--- src/aci_map.svh ---
// Purpose: register map, character codes, config fields, reset values
// Assumes: 32-bit AXI4-Lite data, each register one aligned word
// Notes:   definitions only; included by bare name
`ifndef ACI_MAP_SVH
`define ACI_MAP_SVH
`define ACI_A_HOST_CHAR 8'h00
`define ACI_A_RESP      8'h04
`define ACI_A_CONFIG    8'h08
`define ACI_A_STATUS    8'h0c
`define ACI_A_BUFLINES  8'h10
`define ACI_C_ACK       8'h06
`define ACI_C_BELL      8'h07
`define ACI_C_LF        8'h0a
`define ACI_C_CR        8'h0d
`define ACI_C_CTLZ      8'h1a
`define ACI_C_CMIN      8'h01
`define ACI_C_CMAX      8'h1f
`define ACI_C_PMIN      8'h20
`define ACI_C_PMAX      8'h7e
`define ACI_SEL_MIN     4'h1
`define ACI_SEL_MAX     4'h8
`define ACI_N_PROG      10'h100
`define ACI_N_LOGIC     10'h020
`define ACI_ERR_TXT     "ERR005"
`define ACI_CFG_ACK     1:0
`define ACI_CFG_ERR     3:2
`define ACI_CFG_FMT     7:4
`define ACI_CFG_INT     11:8
`define ACI_CFG_B0      7:0
`define ACI_CFG_B1      11:8
`define ACI_CFG_ACK_LF  0
`define ACI_CFG_ERR_ON  2
`define ACI_FMT_HEX     4
`define ACI_FMT_FULL    5
`define ACI_CFG_RST     12'h001
`define ACI_RESP_OK     2'h0
`define ACI_RESP_ERR    2'h2
`endif

--- src/aci_pkg.sv ---
// Purpose: types shared by the command interpreter modules
// Assumes: constants live in aci_map.svh
// Notes:   top state is one packed struct
package aci_pkg;
	typedef enum logic {ACI_ST_IDLE = 1'h0, ACI_ST_SEND = 1'h1} aci_state_t;
	typedef enum logic {ACI_PORT_SER = 1'h0, ACI_PORT_BUS = 1'h1} aci_port_t;
	typedef enum logic [1:0] {
		ACI_BK_PROG  = 2'h0,
		ACI_BK_ROT   = 2'h1,
		ACI_BK_LOGIC = 2'h2
	} aci_bkind_t;
	typedef enum logic [1:0] {
		ACI_SC_GLOBAL = 2'h0,
		ACI_SC_MOTOR  = 2'h1,
		ACI_SC_CS     = 2'h2
	} aci_scope_t;
	typedef struct packed {
		aci_state_t      st;
		aci_port_t       port;
		logic [11:0]     cfg;
		logic [3:0]      motor;
		logic [3:0]      cs;
		logic [3:0]      pmotor;
		logic [3:0]      pcs;
		logic            bopen;
		logic            bjust;
		aci_bkind_t      bkind;
		logic [7:0]      bnum;
		logic [15:0]     blines;
		logic [7:0][7:0] obuf;
		logic [3:0]      olen;
		logic [3:0]      oidx;
		logic            exec_v;
		logic [7:0]      exec_code;
		aci_scope_t      exec_scope;
		logic [3:0]      exec_motor;
		logic [3:0]      exec_cs;
		logic            app_v;
		logic            clr_v;
		logic            ctrl_v;
		logic [7:0]      ctrl_code;
		logic            ser_rdy;
		logic            awrdy;
		logic            bvalid;
		logic [1:0]      bresp;
		logic            arrdy;
		logic            rvalid;
		logic [1:0]      rresp;
		logic [31:0]     rdata;
	} aci_top_st_t;
endpackage

--- src/aci_chr_if.sv ---
// Purpose: one-character valid/ready carrier between block modules
// Assumes: both ends on aclk
// Notes:   a character moves when valid and ready are both high
`timescale 1ns/1ps
interface aci_chr_if;
	logic       valid;
	logic       ready;
	logic [7:0] data;
	modport src (output valid, output data, input ready);
	modport snk (input valid, input data, output ready);
endinterface

--- src/aci_line_queue.sv ---
// Purpose: holds the printable text of the line being typed
// Assumes: clr and push never meet a full queue in a useful way
// Notes:   a full queue drops characters; the line decodes truncated
`timescale 1ns/1ps
module aci_line_queue #(
	parameter int DEPTH = 32,
	parameter int PEEK  = 5,
	parameter int QW    = $clog2(DEPTH + 1)
) (
	input  wire logic             aclk,
	input  wire logic             aresetn,
	input  wire logic             ce,
	aci_chr_if.snk                push,
	input  wire logic             clr,
	output logic [QW-1:0]         count,
	output logic [PEEK-1:0][7:0]  peek
);
	typedef struct packed {
		logic [DEPTH-1:0][7:0] mem;
		logic [QW-1:0]         cnt;
	} aci_lq_st_t;

	aci_lq_st_t s;
	aci_lq_st_t next_s;

	// clear wins: a line end never carries a character of its own
	always_comb begin
		next_s = s;
		if (clr) begin
			next_s.cnt = '0;
		end else if (push.valid && push.ready) begin
			next_s.mem[s.cnt] = push.data;
			next_s.cnt = s.cnt + QW'(1);
		end
	end

	always_ff @(posedge aclk) begin
		if (!aresetn) begin
			s <= '0;
		end else if (ce) begin
			s <= next_s;
		end
	end

	assign push.ready = (s.cnt != QW'(DEPTH));
	assign count = s.cnt;

	// first characters of the line are visible for decoding
	for (genvar g = 0; g < PEEK; g++) begin : g_peek
		assign peek[g] = s.mem[g];
	end
endmodule

--- src/aci_resp_tx.sv ---
// Purpose: one-byte response stage steered to serial or bus port
// Assumes: to_bus is stable while a byte is accepted
// Notes:   destination latched with the byte, so a port change
//          never splits a byte; one byte in flight at most
`timescale 1ns/1ps
module aci_resp_tx (
	input  wire logic       aclk,
	input  wire logic       aresetn,
	input  wire logic       ce,
	aci_chr_if.snk          src,
	input  wire logic       to_bus,
	input  wire logic       ser_ready,
	input  wire logic       bus_pop,
	output logic            ser_v,
	output logic [7:0]      ser_c,
	output logic            bus_v,
	output logic [7:0]      bus_c
);
	typedef struct packed {
		logic       ser_v;
		logic       bus_v;
		logic [7:0] c;
	} aci_rt_st_t;

	aci_rt_st_t s;
	aci_rt_st_t next_s;

	// drain on the port handshake, refill from the sequencer
	always_comb begin
		next_s = s;
		if (s.ser_v && ser_ready) begin
			next_s.ser_v = 1'h0;
		end
		if (s.bus_v && bus_pop) begin
			next_s.bus_v = 1'h0;
		end
		if (src.valid && src.ready) begin
			next_s.c = src.data;
			next_s.ser_v = !to_bus;
			next_s.bus_v = to_bus;
		end
	end

	always_ff @(posedge aclk) begin
		if (!aresetn) begin
			s <= '0;
		end else if (ce) begin
			s <= next_s;
		end
	end

	assign src.ready = !(s.ser_v || s.bus_v);
	assign ser_v = s.ser_v;
	assign ser_c = s.c;
	assign bus_v = s.bus_v;
	assign bus_c = s.c;
endmodule

--- src/aci_top.sv ---
// Purpose: ASCII command interpreter front end with AXI4-Lite port
// Assumes: serial characters come from a receiver on aclk
// Notes:   one command per line; motion itself happens outside
`timescale 1ns/1ps
`include "aci_map.svh"
module aci_top #(
	parameter int QDEPTH = 32
) (
	input  wire logic        aclk,
	input  wire logic        aresetn,
	input  wire logic        ce,
	input  wire logic        awvalid,
	output logic             awready,
	input  wire logic [7:0]  awaddr,
	input  wire logic        wvalid,
	output logic             wready,
	input  wire logic [31:0] wdata,
	input  wire logic [3:0]  wstrb,
	output logic             bvalid,
	input  wire logic        bready,
	output logic [1:0]       bresp,
	input  wire logic        arvalid,
	output logic             arready,
	input  wire logic [7:0]  araddr,
	output logic             rvalid,
	input  wire logic        rready,
	output logic [31:0]      rdata,
	output logic [1:0]       rresp,
	input  wire logic        ser_rx_valid,
	input  wire logic [7:0]  ser_rx_char,
	output logic             ser_rx_ready,
	output logic             ser_tx_valid,
	output logic [7:0]       ser_tx_char,
	input  wire logic        ser_tx_ready,
	input  wire logic        prog_sel_valid,
	input  wire logic        prog_sel_cs,
	input  wire logic [3:0]  prog_sel_num,
	output logic             exec_valid,
	output logic [7:0]       exec_code,
	output logic [1:0]       exec_scope,
	output logic [3:0]       exec_motor,
	output logic [3:0]       exec_cs,
	output logic             buf_append,
	output logic             buf_clear,
	output logic             buf_open,
	output logic [1:0]       buf_kind,
	output logic [7:0]       buf_num,
	output logic             ctrl_valid,
	output logic [7:0]       ctrl_code,
	output logic             resp_port
);
	localparam int QW = $clog2(QDEPTH + 1);
	localparam int PEEK = 5;
	localparam logic [47:0] ERR_TXT = `ACI_ERR_TXT;

	aci_pkg::aci_top_st_t s;
	aci_pkg::aci_top_st_t next_s;
	aci_chr_if q_if ();
	aci_chr_if o_if ();
	logic [QW-1:0]         qn;
	logic [PEEK-1:0][7:0]  p;
	logic                  qclr;
	logic                  bus_pop;
	logic                  rb_v;
	logic [7:0]            rb_c;

	function automatic logic isd(input logic [7:0] ch);
		isd = (ch >= "0") && (ch <= "9");
	endfunction

	function automatic logic [3:0] dv(input logic [7:0] ch);
		dv = 4'(ch - "0");
	endfunction

	function automatic logic selok(input logic [7:0] ch);
		selok = isd(ch) && (dv(ch) >= `ACI_SEL_MIN)
			&& (dv(ch) <= `ACI_SEL_MAX);
	endfunction

	function automatic logic [7:0] hexc(input logic [3:0] v);
		hexc = (v < 4'ha) ? 8'("0" + v) : 8'("A" + v - 4'ha);
	endfunction

	aci_line_queue #(
		.DEPTH (QDEPTH),
		.PEEK  (PEEK),
		.QW    (QW)
	) u_queue (
		.aclk    (aclk),
		.aresetn (aresetn),
		.ce      (ce),
		.push    (q_if),
		.clr     (qclr),
		.count   (qn),
		.peek    (p)
	);

	aci_resp_tx u_tx (
		.aclk      (aclk),
		.aresetn   (aresetn),
		.ce        (ce),
		.src       (o_if),
		.to_bus    (s.port == aci_pkg::ACI_PORT_BUS),
		.ser_ready (ser_tx_ready),
		.bus_pop   (bus_pop),
		.ser_v     (ser_tx_valid),
		.ser_c     (ser_tx_char),
		.bus_v     (rb_v),
		.bus_c     (rb_c)
	);

	// interpreter, response builder and register slave in one pass
	always_comb begin
		logic [7:0]      c;
		logic [7:0]      rn;
		logic [7:0]      ackc;
		logic [7:0][7:0] ob;
		logic [3:0]      k;
		logic [9:0]      num;
		logic            cv;
		logic            tbus;
		logic            trd;
		logic            ok;
		logic            err5;
		logic            dat;
		logic            app;
		logic            exe;
		logic            numok;
		aci_pkg::aci_scope_t sc;
		c = '0;
		rn = '0;
		ackc = '0;
		ob = '0;
		k = '0;
		num = '0;
		cv = 1'h0;
		ok = 1'h0;
		err5 = 1'h0;
		dat = 1'h0;
		app = 1'h0;
		exe = 1'h0;
		numok = 1'h0;
		sc = aci_pkg::ACI_SC_GLOBAL;
		next_s = s;
		next_s.exec_v = 1'h0;
		next_s.app_v = 1'h0;
		next_s.clr_v = 1'h0;
		next_s.ctrl_v = 1'h0;
		tbus = ce && s.awrdy && awvalid && wvalid;
		trd = ce && s.arrdy && arvalid;

		// character intake; the two ports never get ready together
		if (tbus && awaddr == `ACI_A_HOST_CHAR && wstrb[0]) begin
			cv = 1'h1;
			c = wdata[7:0];
			next_s.port = aci_pkg::ACI_PORT_BUS;
		end else if (ce && s.ser_rdy && ser_rx_valid) begin
			cv = 1'h1;
			c = ser_rx_char;
		end
		q_if.valid = cv && c >= `ACI_C_PMIN && c <= `ACI_C_PMAX;
		q_if.data = c;
		qclr = cv && c == `ACI_C_CR;

		// control codes act at once and leave the line alone
		if (cv && c >= `ACI_C_CMIN && c <= `ACI_C_CMAX
			&& c != `ACI_C_CR) begin
			next_s.ctrl_v = 1'h1;
			next_s.ctrl_code = c;
			if (c == `ACI_C_CTLZ) begin
				next_s.port = aci_pkg::ACI_PORT_SER;
			end
		end

		// number after an open of a program or logic buffer
		numok = isd(p[2]);
		if (qn == QW'(3)) begin
			num = 10'(dv(p[2]));
		end else if (qn == QW'(4)) begin
			numok = numok && isd(p[3]);
			num = 10'(dv(p[2])) * 10'h00a + 10'(dv(p[3]));
		end else if (qn == QW'(5)) begin
			numok = numok && isd(p[3]) && isd(p[4]);
			num = 10'(dv(p[2])) * 10'h064
				+ 10'(dv(p[3])) * 10'h00a + 10'(dv(p[4]));
		end else begin
			numok = 1'h0;
		end

		// a line end decodes the queued text
		if (qclr && qn != '0) begin
			case (p[0])
			"#": begin
				if (qn == QW'(2) && selok(p[1])) begin
					ok = 1'h1;
					next_s.motor = dv(p[1]);
				end
			end
			"&": begin
				if (qn == QW'(2) && selok(p[1])) begin
					ok = 1'h1;
					next_s.cs = dv(p[1]);
				end
			end
			"O": begin
				if (!s.bopen) begin
					if (p[1] == "R" && qn == QW'(2)) begin
						ok = 1'h1;
						next_s.bkind = aci_pkg::ACI_BK_ROT;
						next_s.bnum = {4'h0, s.cs - 4'h1};
					end else if (p[1] == "P" && numok
						&& num < `ACI_N_PROG) begin
						ok = 1'h1;
						next_s.bkind = aci_pkg::ACI_BK_PROG;
						next_s.bnum = num[7:0];
					end else if (p[1] == "L" && numok
						&& num < `ACI_N_LOGIC) begin
						ok = 1'h1;
						next_s.bkind = aci_pkg::ACI_BK_LOGIC;
						next_s.bnum = num[7:0];
					end
					if (ok) begin
						next_s.bopen = 1'h1;
						next_s.bjust = 1'h1;
						next_s.blines = '0;
					end
				end
			end
			"C": begin
				if (s.bopen && qn == QW'(5) && p[1] == "L") begin
					if (p[2] == "E" && s.bjust) begin
						ok = 1'h1;
						next_s.clr_v = 1'h1;
					end else if (p[2] == "O") begin
						ok = 1'h1;
						next_s.bopen = 1'h0;
						next_s.bjust = 1'h0;
					end
				end
			end
			"X", "Y", "Z": begin
				app = s.bopen;
				err5 = !s.bopen;
			end
			"J": begin
				exe = 1'h1;
				sc = aci_pkg::ACI_SC_MOTOR;
			end
			"P", "I", "M": begin
				app = s.bopen;
				exe = !s.bopen;
			end
			"Q": begin
				app = s.bopen;
				exe = !s.bopen;
				sc = aci_pkg::ACI_SC_CS;
			end
			"?": begin
				ok = 1'h1;
				dat = 1'h1;
			end
			default: begin
				ok = 1'h0;
			end
			endcase

			// appended lines land at the end of the open buffer
			if (app) begin
				ok = 1'h1;
				next_s.app_v = 1'h1;
				next_s.bjust = 1'h0;
				next_s.blines = s.blines + 16'h0001;
			end
			// executed lines leave only their effect behind
			if (exe) begin
				ok = 1'h1;
				next_s.exec_v = 1'h1;
				next_s.exec_code = p[0];
				next_s.exec_scope = sc;
				next_s.exec_motor = s.motor;
				next_s.exec_cs = s.cs;
			end

			// build the answer bytes in send order
			ackc = (s.cfg[`ACI_CFG_ACK] == 2'h1) ? `ACI_C_LF
				: `ACI_C_ACK;
			rn = s.bopen ? s.bnum : 8'h00;
			if (!ok) begin
				ob[k] = `ACI_C_BELL;
				k = k + 4'h1;
				if (err5 && s.cfg[`ACI_CFG_ERR_ON]) begin
					for (int i = 5; i >= 0; i--) begin
						ob[k] = ERR_TXT[i*8 +: 8];
						k = k + 4'h1;
					end
					ob[k] = `ACI_C_CR;
					k = k + 4'h1;
				end
			end else begin
				if (dat) begin
					if (s.cfg[`ACI_CFG_ACK_LF]) begin
						ob[k] = `ACI_C_LF;
						k = k + 4'h1;
					end
					if (s.cfg[`ACI_FMT_FULL]) begin
						ob[k] = "B";
						k = k + 4'h1;
					end
					if (s.cfg[`ACI_FMT_HEX]) begin
						ob[k] = hexc(rn[7:4]);
						ob[k + 4'h1] = hexc(rn[3:0]);
						k = k + 4'h2;
					end else begin
						ob[k] = 8'("0" + rn / 8'h64);
						ob[k + 4'h1] = 8'("0" + (rn / 8'h0a) % 8'h0a);
						ob[k + 4'h2] = 8'("0" + rn % 8'h0a);
						k = k + 4'h3;
					end
					ob[k] = `ACI_C_CR;
					k = k + 4'h1;
				end
				if (s.cfg[`ACI_CFG_ACK] != 2'h0) begin
					ob[k] = ackc;
					k = k + 4'h1;
				end
			end
			next_s.obuf = ob;
			next_s.olen = k;
			next_s.oidx = '0;
			if (k != 4'h0) begin
				next_s.st = aci_pkg::ACI_ST_SEND;
			end
		end

		// response bytes leave one at a time
		o_if.valid = (s.st == aci_pkg::ACI_ST_SEND);
		o_if.data = s.obuf[s.oidx];
		unique case (s.st)
		aci_pkg::ACI_ST_IDLE: begin
		end
		aci_pkg::ACI_ST_SEND: begin
			if (ce && o_if.ready) begin
				next_s.oidx = s.oidx + 4'h1;
				if (s.oidx + 4'h1 == s.olen) begin
					next_s.st = aci_pkg::ACI_ST_IDLE;
				end
			end
		end
		endcase

		// host-program selections only touch the program's copy
		if (ce && prog_sel_valid && selok(8'("0" + prog_sel_num))) begin
			if (prog_sel_cs) begin
				next_s.pcs = prog_sel_num;
			end else begin
				next_s.pmotor = prog_sel_num;
			end
		end

		// write channel: address and data taken together
		if (ce && s.bvalid && bready) begin
			next_s.bvalid = 1'h0;
		end
		if (tbus) begin
			next_s.bvalid = 1'h1;
			next_s.bresp = `ACI_RESP_OK;
			case (awaddr)
			`ACI_A_HOST_CHAR: begin
			end
			`ACI_A_CONFIG: begin
				if (wstrb[0]) begin
					next_s.cfg[`ACI_CFG_B0] = wdata[`ACI_CFG_B0];
				end
				if (wstrb[1]) begin
					next_s.cfg[`ACI_CFG_B1] = wdata[`ACI_CFG_B1];
				end
			end
			default: begin
				next_s.bresp = `ACI_RESP_ERR;
			end
			endcase
		end

		// read channel; reading the response register pops it
		bus_pop = 1'h0;
		if (ce && s.rvalid && rready) begin
			next_s.rvalid = 1'h0;
		end
		if (trd) begin
			next_s.rvalid = 1'h1;
			next_s.rresp = `ACI_RESP_OK;
			next_s.rdata = '0;
			case (araddr)
			`ACI_A_HOST_CHAR: begin
			end
			`ACI_A_RESP: begin
				next_s.rdata = {23'h00_0000, rb_v, rb_c};
				bus_pop = rb_v;
			end
			`ACI_A_CONFIG: begin
				next_s.rdata = {20'h0_0000, s.cfg};
			end
			`ACI_A_STATUS: begin
				next_s.rdata = {s.bnum, 3'h0, s.st, s.port, s.bkind,
					s.bopen, s.pcs, s.pmotor, s.cs, s.motor};
			end
			`ACI_A_BUFLINES: begin
				next_s.rdata = {16'h0000, s.blines};
			end
			default: begin
				next_s.rresp = `ACI_RESP_ERR;
			end
			endcase
		end

		// write and serial readies drop while an answer is being sent; arready does not
		next_s.awrdy = (next_s.st == aci_pkg::ACI_ST_IDLE) && awvalid
			&& wvalid && !s.awrdy && !next_s.bvalid;
		next_s.ser_rdy = (next_s.st == aci_pkg::ACI_ST_IDLE)
			&& !(awvalid && wvalid) && !s.awrdy;
		next_s.arrdy = arvalid && !s.arrdy && !next_s.rvalid;
	end

	// reset selects motor 1, coordinate system 1, serial answers
	always_ff @(posedge aclk) begin
		if (!aresetn) begin
			s <= '0;
			s.cfg <= `ACI_CFG_RST;
			s.motor <= `ACI_SEL_MIN;
			s.cs <= `ACI_SEL_MIN;
			s.pmotor <= `ACI_SEL_MIN;
			s.pcs <= `ACI_SEL_MIN;
			s.port <= aci_pkg::ACI_PORT_SER;
		end else if (ce) begin
			s <= next_s;
		end
	end

	assign awready = s.awrdy;
	assign wready = s.awrdy;
	assign bvalid = s.bvalid;
	assign bresp = s.bresp;
	assign arready = s.arrdy;
	assign rvalid = s.rvalid;
	assign rdata = s.rdata;
	assign rresp = s.rresp;
	assign ser_rx_ready = s.ser_rdy;
	assign exec_valid = s.exec_v;
	assign exec_code = s.exec_code;
	assign exec_scope = s.exec_scope;
	assign exec_motor = s.exec_motor;
	assign exec_cs = s.exec_cs;
	assign buf_append = s.app_v;
	assign buf_clear = s.clr_v;
	assign buf_open = s.bopen;
	assign buf_kind = s.bkind;
	assign buf_num = s.bnum;
	assign ctrl_valid = s.ctrl_v;
	assign ctrl_code = s.ctrl_code;
	assign resp_port = s.port;
endmodule

--- config.mk ---
export PLATFORM = sky130hd
export DESIGN_NAME = aci_top
export DESIGN_NICKNAME = d
export VERILOG_FILES = /design/src/aci_pkg.sv /design/src/aci_chr_if.sv /design/src/aci_line_queue.sv /design/src/aci_resp_tx.sv /design/src/aci_top.sv
export VERILOG_INCLUDE_DIRS = /design/src
export SDC_FILE = /design/constraint.sdc
export NUM_CORES = 1
export LEC_CHECK = 0
export BUFFER_PORTS_ARGS = -buffer_cell sky130_fd_sc_hd__buf_2
export CAP_MARGIN = 20
export CELL_PAD_IN_SITES_DETAIL_PLACEMENT = 1
export CELL_PAD_IN_SITES_GLOBAL_PLACEMENT = 1
export CORE_UTILIZATION = 50
export CTS_BUF_LIST = sky130_fd_sc_hd__clkbuf_4
export DETAILED_ROUTE_END_ITERATION = 6
export PLACE_DENSITY_LB_ADDON = 0.25
export SLEW_MARGIN = 20
export SYNTH_ARGS = -nofsm -noshare
export SYNTH_HDL_FRONTEND = slang
export SYNTH_HIERARCHICAL = 1
export SYNTH_SLANG_ARGS = --single-unit
--- constraint.sdc ---
create_clock -name aclk -period 11.2 [get_ports aclk]
set_input_delay 0.56 -clock aclk [delete_from_list [all_inputs] [get_ports aclk]]
set_output_delay 0.56 -clock aclk [all_outputs]
set_load 0.005 [all_outputs]
# Word-level counts from Yosys, hierarchy flattened
# Index checks and enable logic that the tools add are counted.
[classes] addsub=28 n_mul=3 div=4 n_lt_le_gt_ge=37 n_eq_ne=42 n_mux=142 n_bitwise=10 reduce_logical=112
[ops] operator="$mux 64" n=13
[ops] operator="$bwmux 64" n=6
[ops] operator="$bwmux 256" n=1
[ops] operator="$demux 8 s3" n=6
[ops] operator="$mux 8" n=16
[ops] operator="$pmux 32 s4" n=1
[ops] operator="$eq 8x7->1 const B" n=15
[ops] operator="$mux 4" n=22
[ops] operator="$mux 10" n=7
[ops] operator="$logic_and 1x1->1" n=64
[ops] operator="$mux 52" n=1
[ops] operator="$and 6x48->48" n=1
[ops] operator="$mux 16" n=3
[ops] operator="$not 48->48" n=1
[ops] operator="$mux 1" n=46
[ops] operator="$and 40x40->40" n=1
[ops] operator="$demux 8 s5" n=1
[ops] operator="$ge 8x6->1 const B" n=5
[ops] operator="$not 40->40" n=1
[ops] operator="$lt 4x4->1 const B" n=9
[ops] operator="$mux 35" n=1
[ops] operator="$eq 8x4->1 const B" n=4
[ops] operator="$ge 4x1->1 const B" n=8
[ops] operator="$le 8x6->1 const B" n=4
[ops] operator="71 further kinds" n=141
[word_totals] reg_bits=473 input_bits=76 out_inout_bits=93 word_cells=454

# Logic depth before layout (Yosys ltp)
# Gate-level depths: netlist of run 1.
[depth] depth_word=51 ltp_mapped=30 ltp_nobuf=27

# Hierarchy
# The synthesis of run 1 kept the hierarchy.
[by_module_without_submodules] mod="aci_top" instances=1 cells_each=1805 area_per_inst_um2=14119.8 seq_area_each_um2=3923.8
[by_module_without_submodules] mod="aci_line_queue" instances=1 cells_each=182 area_per_inst_um2=1974.4 seq_area_each_um2=920.9
[by_module_without_submodules] mod="aci_resp_tx" instances=1 cells_each=53 area_per_inst_um2=480.5 seq_area_each_um2=200.2

# Worst setup path before layout of run 1
# OpenSTA, ideal clock, no wires.
[synth_timing] path_kind="flip-flop to flip-flop" startpoint="register s (netlist bit buf_open)" endpoint="register s[101] (netlist bit)" setup_time_ns=0.070 t_arrival_ns=5.454 required_ns=11.130 path_slack_ns=5.676 stages_incl_launch_ff=30 path_buffers=5 synth_period_minus_slack_ns=5.524 cell_sequence="dfxtp_1 buf_2 buf_2 and2_1 clkbuf_1 inv_2 ha_1 or3_1 a31oi_4 nor3_1 o32a_1 and4_1 clkbuf_1 o31ai_1 nand3_1 nor4_4 nor2_2 ha_1 nor3_1 o21ai_0 xnor2_1 o21ai_0 ha_1 clkbuf_1 nor2_1 mux2i_1 o31ai_1 a2111oi_0 o31ai_1 a21oi_1"
[synth_between] elab_chain_len=17 elab_cells_between_ends=51 cone_classes="add/sub (9); div (4); order compare (2); mux (31); bitwise (1); reduce/logical (4)"
[synth_rtl] item="start, declared" line="aci_top.sv:56" rtl="aci_pkg::aci_top_st_t s;"
[synth_rtl] item="start signal, assigned" line="aci_top.sv:435" rtl="s <= next_s;"
[synth_rtl] item="$mux 8" line="aci_top.sv:287" rtl="rn = s.bopen ? s.bnum : 8'h00;"
[synth_rtl] item="$div 8x4->8, or another cell as far along" line="aci_top.sv:315" rtl="ob[k + 4'h1] = 8'(\"0\" + (rn / 8'h0a) % 8'h0a);"
[synth_rtl] item="$mod 8x4->8, or another cell as far along" line="aci_top.sv:315"
[synth_rtl] item="$add 6x8->8, or another cell as far along" line="aci_top.sv:315"
[synth_rtl] item="$bwmux 64, on equally long branches" line="aci_top.sv:315, aci_top.sv:310"
[synth_rtl] item="$bwmux 64, on equally long branches" line="aci_top.sv:316, aci_top.sv:311"
[synth_rtl] item="$mux 64" line="aci_top.sv:309" rtl="if (s.cfg[`ACI_FMT_HEX]) begin"
[synth_rtl] item="$mux 64" line="aci_top.sv:300" rtl="if (dat) begin"
[synth_rtl] item="$mux 64" line="aci_top.sv:288" rtl="if (!ok) begin"
[synth_rtl] item="$mux 64" line="aci_top.sv:191" rtl="if (qclr && qn != '0) begin"
[synth_rtl] item="$and 40x40->40 (no line)"
[synth_rtl] item="$mux 64" line="aci_top.sv:300"
[synth_rtl] item="$mux 64" line="aci_top.sv:288"
[synth_rtl] item="$mux 64" line="aci_top.sv:191"
[synth_rtl] item="$bwmux 64" line="aci_top.sv:323" rtl="ob[k] = ackc;"
[synth_rtl] item="$mux 64" line="aci_top.sv:322" rtl="if (s.cfg[`ACI_CFG_ACK] != 2'h0) begin"
[synth_rtl] item="$mux 64 (*)" line="aci_top.sv:288"
# Mark *: on every way between the ends. The rest lies on a longest branch, timed or not. The select of a mux whose other input is x is not followed.
# A chain may end at the register's enable or synchronous reset.

# Worst setup path after layout of run 1
[layout_timing] startpoint="register s (netlist bit buf_num[4])" endpoint="register s[101] (netlist bit)"
[layout_between] elab_chain_len=17 elab_cells_between_ends=29 cone_classes="add/sub (6); div (4); order compare (1); mux (17); bitwise (1)"
[layout_rtl] item="$mux 8 (*)" line="aci_top.sv:287"
[layout_rtl] item="$div 8x4->8, or another cell as far along" line="aci_top.sv:315"
[layout_rtl] item="$mod 8x4->8, or another cell as far along" line="aci_top.sv:315"
[layout_rtl] item="$add 6x8->8, or another cell as far along" line="aci_top.sv:315"
[layout_rtl] item="$bwmux 64, on equally long branches" line="aci_top.sv:315, aci_top.sv:310"
[layout_rtl] item="$bwmux 64, on equally long branches" line="aci_top.sv:316, aci_top.sv:311"
[layout_rtl] item="$mux 64 (*)" line="aci_top.sv:309"
[layout_rtl] item="$mux 64 (*)" line="aci_top.sv:300"
[layout_rtl] item="$mux 64 (*)" line="aci_top.sv:288"
[layout_rtl] item="$mux 64 (*)" line="aci_top.sv:191"
[layout_rtl] item="$and 40x40->40 (no line) (*)"
[layout_rtl] item="$mux 64 (*)" line="aci_top.sv:300"
[layout_rtl] item="$mux 64 (*)" line="aci_top.sv:288"
[layout_rtl] item="$mux 64 (*)" line="aci_top.sv:191"
[layout_rtl] item="$bwmux 64" line="aci_top.sv:323"
[layout_rtl] item="$mux 64 (*)" line="aci_top.sv:322"
[layout_rtl] item="$mux 64 (*)" line="aci_top.sv:288"
# Marks and branches as above.

==> results of run 1 <==
-- worst reg2reg max path, stage by stage (launching register included) --
cell and delay [ns]:
dfxtp_1 0.73, and2_1 0.41, inv_2 0.18, ha_1 0.29, or3_1 0.40, a31oi_4 0.34, nor3_1 0.15, o221a_2 0.31
o32ai_2 0.42, nor2_1 0.14, o2bb2ai_2 0.24, nor4_4 0.49, nor2_2 0.13, ha_1 0.22, nor3_1 0.21, o21ai_0 0.13
xnor2_1 0.14, o21ai_0 0.10, ha_1 0.35, nor2_1 0.09, mux2i_1 0.16, o31ai_1 0.11, a2111oi_0 0.69, o31ai_1 0.12
a21oi_1 0.15
-- flip-flops by register name, indices dropped and copies added, names as in the netlist, 4 cells and up --
register / cells
ctrl_code: 8
exec_code: 8
exec_cs: 4
buf_num: 8
exec_motor: 4
u_queue/peek: 40
u_tx/bus_c: 8
s: 117
rdata: 29
u_queue/count: 6
-- worst max path at each step --
| stage | cells past startpoint | to | from | slack (ns) |
|---|---|---|---|---|
| final | 24 | s[101] | buf_num[4] | 4.49 |
| after global routing | 24 | s[101] | buf_num[4] | 3.91 |
| after CTS | 24 | s[101] | buf_num[4] | 4.52 |
| after detailed placement | 24 | s[101] | buf_num[4] | 4.50 |
| after global placement | 24 | s[101] | buf_num[4] | 4.71 |
| after floorplan | 29 | s[101] | buf_open | 5.68 |
-- routing by layer --
layer	track usage (%)	vias up	routed length, um	share of wire, %
met5	0	-	0	0
met4	12.47	0	1604	2.8
met3	8.201	117	3878	6.7
met2	54.86	582	27480	48
met1	42.95	7993	24790	43
li1	-	7403	-	-
-- cells in the final DEF, fill, tap and decap left out, types with 8 or more instances in the layout --
| master | instances |
|---|---|
| nor4_1 | 12 |
| a22oi_1 | 19 |
| clkbuf_4 | 95 |
| a211oi_1 | 13 |
| a21oi_1 | 143 |
| o21ai_0 | 90 |
| a222oi_1 | 14 |
| mux2_2 | 11 |
| and2_1 | 12 |
| nand3_1 | 80 |
| or2_2 | 10 |
| nor2b_1 | 50 |
| xnor2_1 | 34 |
| buf_2 | 140 |
| a221oi_1 | 10 |
| clkinv_1 | 17 |
| o22ai_1 | 16 |
| buf_4 | 24 |
| and3_1 | 23 |
| nand4_1 | 15 |
| dfxtp_1 | 251 |
| a31oi_1 | 18 |
| o21ai_1 | 14 |
| inv_1 | 49 |
| o211ai_1 | 16 |
| xor2_1 | 13 |
| mux4_2 | 16 |
| a21o_1 | 10 |
| or3_1 | 27 |
| inv_2 | 8 |
| nand2b_1 | 24 |
| nand2_1 | 190 |
| o211a_1 | 9 |
| nor2_1 | 227 |
| nor3_1 | 45 |
| mux2i_1 | 104 |
| o31ai_1 | 11 |
| o21a_1 | 11 |
| ha_1 | 66 |
-- final cells by class --
cell class	count	area share, %
Multi-Input combinational cell	1533	57.49
Sequential cell	252	28.35
Clock buffer	95	4.007
Clock inverter	28	0.7029
Timing Repair Buffer	167	5.117
Antenna cell	4	0.05623
Inverter	55	1.174
Tap cell	442	3.107
-- per-stage QoR --
| step | total power [W] | instances | hold WS, ns | area [um2] | util [%] |
|---|---|---|---|---|---|
| floorplan | 0.0009545 | 2043 | 0.4203 | 16590 | - |
| global placement | 0.0009784 | 2446 | 0.4322 | 16910 | 51.97 |
| detailed placement | 0.0009798 | 2446 | 0.4414 | 16910 | 51.98 |
| CTS | 0.001809 | 2572 | 0.002249 | 17780 | 54.65 |
| global route | 0.001866 | 2576 | -0.003750 | 17800 | 54.71 |
| finish | 0.001792 | 2576 | 0.04719 | 17800 | 54.71 |
-- power by group --
| group | internal (W) | switching (W) |
|---|---|---|
| sequential | 0.000898 | 0.00000267 |
| combinational | 0.0000206 | 0.0000406 |
| clock | 0.000398 | 0.000432 |
| total | 0.00132 | 0.000475 |
==> impl_results.md, run 1 <==
- Die H: about 180 um
- CP delay by family, top: compound AO/OA/AOI/OAI gates
- Worst-path fanout max: 18
- CTS Sinks: 252
- Global route overflow: 0
- Vias: 16,100
- Num CTS Buffers: 74
- Biggest cell delay along the critical path: 0.73 ns
- Peak supply drop: 84.79 uV
- Hold-fix buffers at CTS: 3
- Post-CTS setup repair buffer count: 0
- Worst Hold Endpoint: s[197]
- Worst R2R Setup Slack: ~4.5 ns
- Netlist Area Pre-Place: ~17,000 um2
- CP Class: flip-flop to flip-flop
- Fin crit period: 6.705 ns
- CTS tree: done
- Hold path depth: 3
- H-tree Lvls: 3
- Avg Inst Size Synth: 8.127 um2
- Initial antenna violation count: 3
- Routability cong.: 0.9477
- Violation count after the first detailed-route iteration: 1,209
- Max-slew violations: 0
- Unrepaired setup endpoints after global routing: false
- Post-CTS sizing: 0
- Slowest cell on crit path: dfxtp_1
- CORE AREA: 32,540 um2
- IO Port Bufs: approximately 140
- FP Rows: 66
- Max-Cap Viols: 0
- CP most frequent cell: ha_1
- Antenna viol nets, final: 0
- Setup TNS: 0 ns
- Fillers: between 4,000 and 5,000
- CTS root buffer: clkbuf_4
- DP Worst Slack: 4.504 ns
- Worst R2R End: s[101]
- Share of post-route cells with drive strength above 1: 17.18%
- Clock skew: 0.07515 ns
- Layout area overhead: 7.415%
- Worst path arrival time: 7.42 ns
- Vias per inst: 6.248
- Setup WS post-layout: 4.495 ns
- Period Utilization, post-route: 59.87%
- Vias in the first global route: 16,260
- Status: completed
- DR pass1 iterations: 5
- YS warnings: 6
- Final Hold Vio Count: 0
- Largest net degree at the start of global routing: 76
- Mapped Cells: just over 2,000
- Total track usage: 33.69%
- Routed len/inst: about 22 um
- HPWL after DPL: 40,590 um
- FF+latch area: between 5000 and 6000 um2
- Final nets: around 2,200
- Critical Path, Cell by Cell: and2_1 -> inv_2 -> ha_1 -> or3_1 -> a31oi_4 -> nor3_1 -> o221a_2 -> o32ai_2 -> nor2_1 -> o2bb2ai_2 -> nor4_4 -> nor2_2 -> ha_1 -> nor3_1 -> o21ai_0 -> xnor2_1 -> o21ai_0 -> ha_1 -> nor2_1 -> mux2i_1 -> o31ai_1 -> a2111oi_0 -> o31ai_1 -> a21oi_1
- Io pins: roughly 170
- Initial Util: 50.93%
- Residual DRC count: 0
- P_leak: 7.100 nW
- Hold Startpoint: wdata[10]
- Max clock buf depth: 3
- Die area: roughly 34,000 um2
- Hold crit path type: input port to flip-flop
- Peak Freq: 0.1491 GHz
- Power Density: 100.7 nW/um2
- Slew of the pin with the lowest slew margin: approximately 1.2 ns
- Setup Viol. Count Final: 0
- Setup crit end kind: flip-flop
- Worst EP required: 11.92 ns
- Die width: 184.1 um
- Worst-skew pair later-pin latency: roughly 0.79 ns
- Worst Setup Start Kind: flip-flop
- Relative slew slack: 22.39%
- R2R Path Start: buf_num[4]
- Final WL: 57,750 um
- First-pass GRT wire length: 89,560 um
- Clk pin slew, worst setup/hold paths: roughly 0.060 ns
- Area occupied by multi-input gates: 10,230 um2
- CP Buf/Inv Count: 1
- R2R cell count: 24
Note: power is estimated with default switching activity, not from simulation.
==> run 2: changes to the inputs <==
- ABC_AREA: unset -> 1
- CORE_UTILIZATION: 50 -> 44
- clock period: 11.2 -> 6.6 ns (I/O delays scaled with it)
==> run 2 against run 1 <==
Setup slack worse by 3.6 ns; clock power is 88% higher; largest power group is now the clock network; critical endpoint is now s[156]; hold slack better by 0.050 ns; flip-flop and latch count stayed put; global-route usage is 2.0 points lower; sequential power is 70% higher; clock skew is 0.031 ns lower; area after synthesis is 0.52% lower.
==> impl_results.md, run 2 <==
- Comb power frac: under 10%
- Netlist Area Pre-Place: between 15,000 and 20,000 um2
- Clock share of power: between 40% and 50%
- Hold Startpoint: wstrb[0]
- Mapped Cells: 2,427
- Die area: 38,240 um2
- Num CTS Buffers: 73
- Cell variety after synth: 73
- Pint: 0.002377 W
- Largest net degree at the start of global routing: 84
- Largest cells by area after synthesis: dfxtp_1, nand2_1, a21oi_1, nor2_1, inv_1
- Top FF cell, synth: dfxtp_1
- Sw frac: 26.02%
- Max clock buf depth: 3
- Fillers: slightly below 5,000
- Avg Inst Size Synth: 6.792 um2
- Unrepaired setup endpoints after global routing: false
- Post-synth EDFFs: 0
- FP Rows: 70
- Biggest register: s
- Post-route cell area: 18,300 um2
- Register area share after synthesis: 30.60%
- Final WL: 60,750 um
- Worst Hold Endpoint: resp_port
- Violation count after the first detailed-route iteration: 1,119
- Most common cell after layout, fill and taps aside: nand2_1
- Initial antenna violation count: 2
- CP delay by family, top: simple AND/OR/NAND/NOR gates
- Most common cell in the netlist: nand2_1
- Io pins: about 170
- Setup Viol. Count Final: 0
- Net switching power: 0.0008357 W
- Post-CTS setup repair buffer count: 0
- Worst path arrival time: 6.41 ns
- H-tree Lvls: 3
- CP Class: flip-flop to flip-flop
- R2R cell count: 30
- Setup TNS: 0 ns
- Status: completed
- Biggest cell delay along the critical path: 0.48 ns
- Routability cong.: about 0.95
- Worst-skew pair later-pin latency: 0.80 ns
- CP most frequent cell: nor2_1
- Worst R2R End: s[156]
- Peak supply drop: between 100 and 150 uV
- P_leak: 8.070 nW
- Hold crit path type: input port to flip-flop
- YS warnings: 6
- HPWL after DPL: 43,440 um
- Sequential share of power: a little under half
- Asr flop ratio synth: 0%
- Commonest non-fill, non-tap cells in the layout: nand2_1, nor2_1, inv_1, dfxtp_1, a21oi_1
- Routed len/inst: 19.81 um
- CTS Sinks: about 250
- Share of post-route cells with drive strength above 1: 16.02%
- Vias per inst: 5.666
- IO Port Bufs: 141
- Max reg flops: ~120
- Yosys top cell area share: 30.60%
- Clock skew: 0.04408 ns
- Final nets: 2,695
- Global route overflow: 0
- Yosys top cell by area: dfxtp_1
- R2R Path Start: u_queue/peek[27]
- Max-slew violations: 0
- Total track usage: 31.66%
- Residual DRC count: 0
- Layout area overhead: 11.01%
- Final Hold Vio Count: 0
- Worst-path fanout max: 7
- Register bit count reported by yosys: 252
- Final core occ: 49.86%
- Relative slew slack: 27.57%
- DR pass1 iterations: 5
- Worst EP required: 7.26 ns
- CTS tree: done
- Power Density: 175.5 nW/um2
- Worst R2R Setup Slack: 0.85 ns
- Setup crit end kind: flip-flop
- Vias in the first global route: 17,600
- Worst Setup Start Kind: flip-flop
- Die H: 195.6 um
- Vias: about 17,000
- Period Utilization, post-route: 87.16%
- Peak Freq: 0.1738 GHz
- Die width: between 150 and 200 um
- Placement Cell Area: 16,990 um2
- First-pass GRT wire length: 96,140 um
- Slowest cell on crit path: dfxtp_1
- Max-Cap Viols: 0
- Initial Util: 44.92%
- Fin crit period: around 5.8 ns
- Slew of the pin with the lowest slew margin: 1.072 ns
- Antenna viol nets, final: 0
- CTS root buffer: clkbuf_4
- Clk pin slew, worst setup/hold paths: 0.09 ns
- Hold path depth: 3
- CORE AREA: 36,700 um2
- CP Buf/Inv Count: 2
- Top cells by count, synth: nand2_1, nor2_1, inv_1, dfxtp_1, a21oi_1
==> run 2: changes by cell type in the layout (fill, tap and decap cells not counted), sizes merged, moves of 73 or more <==
cell / delta
nand2: +308
inv: +226
o21ai: +112
mux2i: -103
a21oi: +76
nor2: +73
==> run 2: how the worst max path moves through the flow <==
stage / to / from / slack [ns] / depth (start not counted)
floorplan: s[156] / u_queue/peek[16] / 2.23 / 31
global placement: s[85] / u_queue/peek[16] / 1.50 / 24
detailed placement: s[156] / u_queue/peek[27] / 1.22 / 30
CTS: s[156] / u_queue/peek[27] / 1.11 / 30
global route: s[156] / u_queue/peek[27] / 0.40 / 31
finish: s[156] / u_queue/peek[27] / 0.85 / 30
==> run 2: worst reg2reg max path: cells and delay by family (launching register included) <==
kind / cells / cell delay (ns)
compound gates: 4 / 0.70
buf+inv: 2 / 0.20
fa+ha+maj: 5 / 1.52
xor+xnor: 1 / 0.18
simple gates: 18 / 2.53
flops: 1 / 0.48
==> run 2: area by class of cell <==
cell class	instances	area, um2	area share (%)
antenna	2	5.005	0.02735
clock buffer	105	788.3	4.308
inverter	290	1099	6.003
clock inverter	20	142.6	0.7795
timing repair buffer	206	1289	7.043
tap	468	585.6	3.200
multi-input combinational	1723	9345	51.07
sequential	252	5045	27.57
==> run 2: cell families (layout without fill, tap and decap cells) <==
family | count (synthesis) | in the layout | share of synthesized area (%)
XOR/XNOR | 25 | 25 | 1.419
adder cells (fa/ha/maj) | 73 | 73 | 5.860
buffers and inverters | 456 | 621 | 12.91
other | 1 | 7 | 0.02275
AO/OA/AOI/OAI | 547 | 547 | 18.60
multiplexers | 1 | 1 | 0.08347
flip-flops | 252 | 252 | 30.60
AND/OR/NAND/NOR | 1072 | 1072 | 30.50
==> run 2: power groups by stage <==
stage | logic (W) | registers [W] | clock network, W
floorplan | 0.0000622 | 0.00156 | 0
global placement | 0.000100 | 0.00157 | 0
detailed placement | 0.000104 | 0.00157 | 0
CTS | 0.000116 | 0.00153 | 0.00158
global route | 0.000129 | 0.00153 | 0.00167
finish | 0.000120 | 0.00153 | 0.00156
==> run 2: what timing repair did <==
| item | 4_1_cts | 5_1_grt |
|---|---|---|
| hold endpoints to repair | 28 | 0 |
| gates resized for setup | 0 | 0 |
| endpoints found under the setup margin | 0 | 0 |
| hold buffers | 37 | 0 |
==> run 2: layer usage <==
metal | up-vias | GRT usage, % | routed length (um)
met5 | - | 0 | 0
met4 | 0 | 12.34 | 1904
met3 | 134 | 5.492 | 3492
met2 | 572 | 52.59 | 28570
met1 | 8437 | 40.73 | 26780
li1 | 8228 | - | -
==> run 2: per-stage QoR <==
step                total power [W]  setup WS (ns)  hold WS, ns  instances
floorplan                  0.001626          2.226       0.4194       2431
global placement           0.001665          1.498       0.4255       2902
detailed placement         0.001669          1.225       0.4314       2902
CTS                        0.003225          1.107      0.01367       3064
global route               0.003330         0.3988      0.05808       3066
finish                     0.003212         0.8476      0.09719       3066
==> run 3: changes to the inputs <==
- CORE_ASPECT_RATIO: unset -> 1.5
- GPL_ROUTABILITY_DRIVEN: unset -> 0
==> run 3 against run 2 <==
Core utilization decreased by 0.24 points; clock skew increased by 0.010 ns; die area about the same; power decreased by 2.9%; global-route usage decreased by 1.3 points; flip-flop and latch count unchanged; clock-buffer cell count decreased by 6; via count decreased by 1.8%; sequential share of layout area increased by 0.055 points; register-to-register slack improved by 0.35 ns; wire length decreased by 3.8%; largest power group is now sequential cells.
==> impl_results.md, run 3 (synthesized netlist as in run 2, its figures left out) <==
- Share of post-route cells with drive strength above 1: 15.90%
- Io pins: 169
- Hold slack: 0.1087 ns
- Post-CTS sizing: 0
- CP most frequent cell: nor2_1
- Max-Cap Viols: 0
- Peak Freq: 0.1850 GHz
- CP delay by family, top: simple AND/OR/NAND/NOR gates
- CTS tree: done
- Most common cell after layout, fill and taps aside: nand2_1
- Largest net degree at the start of global routing: 90
- CP Class: flip-flop to flip-flop
- Final core occ: 49.63%
- CTS Sinks: 252
- Fillers: 4,977
- Vias per inst: 5.557
- CP Buf/Inv Count: 2
- Status: completed
- Unrepaired setup endpoints after global routing: false
- Biggest cell delay along the critical path: around 0.47 ns
- Die H: roughly 240 um
- Worst-path fanout max: 7
- FP Rows: between 80 and 90
- H-tree Lvls: 3
- Die area: 38,260 um2
- Layout area overhead: 10.79%
- Clk pin slew, worst setup/hold paths: 0.07 ns
- Slew of the pin with the lowest slew margin: 1.040 ns
- Max-slew violations: 0
- First-pass GRT wire length: 92,850 um
- Max reg flops: 117
- Final nets: between 2,000 and 3,000
- Period Utilization, post-route: 81.89%
- Total track usage: 30.39%
- Max clock buf depth: 3
- Worst Setup Start Kind: flip-flop
- Relative slew slack: 30.67%
- Fin crit period: 5.405 ns
- CTS root buffer: clkbuf_4
- Biggest register: s
- Antenna viol nets, final: 0
- Final Hold Vio Count: 0
- Initial antenna violation count: 1
- Routed len/inst: 19.03 um
- Setup TNS: 0 ns
- Hold crit path type: input port to flip-flop
- Final WL: 58,410 um
- Commonest non-fill, non-tap cells in the layout: nand2_1, nor2_1, inv_1, dfxtp_1, a21oi_1
- HPWL after DPL: about 43,000 um
- Initial Util: 44.79%
- Setup crit end kind: flip-flop
- Global route overflow: 0
- Slowest cell on crit path: dfxtp_1
- CORE AREA: 36,800 um2
- Power Density: 170.8 nW/um2
- Vias in the first global route: 17,620
- DR pass1 iterations: 5
- Num CTS Buffers: 68
- IO Port Bufs: 141
- Worst path arrival time: just over 6 ns
- Setup Viol. Count Final: 0
- P_leak: roughly 8.0 nW
- Die width: roughly 160 um
- Worst-skew pair later-pin latency: 0.76 ns
- Clock skew: about 0.054 ns
- Vias: 17,060
- Residual DRC count: 0
- Violation count after the first detailed-route iteration: 855
- Worst EP required: 7.24 ns
- Peak supply drop: ~120 uV
==> run 3: changes by cell type in the layout (fill, tap and decap cells not counted) <==
cell and delta:
clkinv_1 -6, clkbuf_4 -6, buf_4 -2, clkinv_4 +1, buf_8 +1, clkinv_2 +1, diode_2 -1
==> run 3: metrics by stage <==
step	total power, W	cells	cell area [um2]	worst slack, ns
6_report	0.003119	3070	18260	1.195
5_1_grt	0.003240	3070	18260	0.6692
4_1_cts	0.003154	3069	18260	1.245
3_5_place_dp	0.001673	2917	17010	1.315
3_3_place_gp	0.001669	2916	17000	1.484
2_1_floorplan	0.001626	2431	16500	2.226
==> run 3: repair_timing <==
item / 4_1_cts / 5_1_grt
endpoints found under the hold margin: 47 / 0
setup buffers: 0 / 0
hold buffers: 37 / 0
setup endpoints to repair: 0 / 0
==> run 3: path summary, 6_finish.rpt <==
check | startpoint | slack (ns) | depth (start not counted) | to
hold reg to reg | exec_code[7] | 0.45 | 2 | exec_code[7]
setup reg to reg | u_queue/peek[27] | 1.20 | 29 | s[156]
hold / removal | araddr[4] | 0.11 | 5 | rresp[1]
setup / recovery | u_queue/peek[27] | 1.20 | 29 | s[156]
==> run 3: cell type report <==
cell class	count	area [um2]	area share [%]
antenna	1	2.502	0.01370
tap	484	605.6	3.316
inverter	290	1099	6.015
clock inverter	16	133.9	0.7331
sequential	252	5045	27.62
clock buffer	99	743.2	4.070
multi-input combinational	1723	9345	51.17
timing repair buffer	205	1289	7.057
==> run 3: routing by layer <==
layer  global-route usage [%]  routed length (um)  vias to the layer above
met2                    54.84               29430                      437
met5                        0                   0                        -
met4                    14.26                2469                        0
met1                    35.09               24030                     8250
li1                         -                   -                     8226
met3                    4.407                2482                      148
==> run 3: worst register-to-register path: cells and delay by family (launching register included) <==
kind	cells	cell delay, ns
flops	1	0.47
compound gates	4	0.60
fa+ha+maj	5	1.57
simple gates	18	2.44
buf+inv	2	0.19
==> run 3: report_power, final <==
part	internal, W	switching (W)	total [W]
Clock	0.000769	0.000697	0.00147
Sequential	0.00153	0.00000530	0.00153
Combinational	0.0000418	0.0000797	0.000121
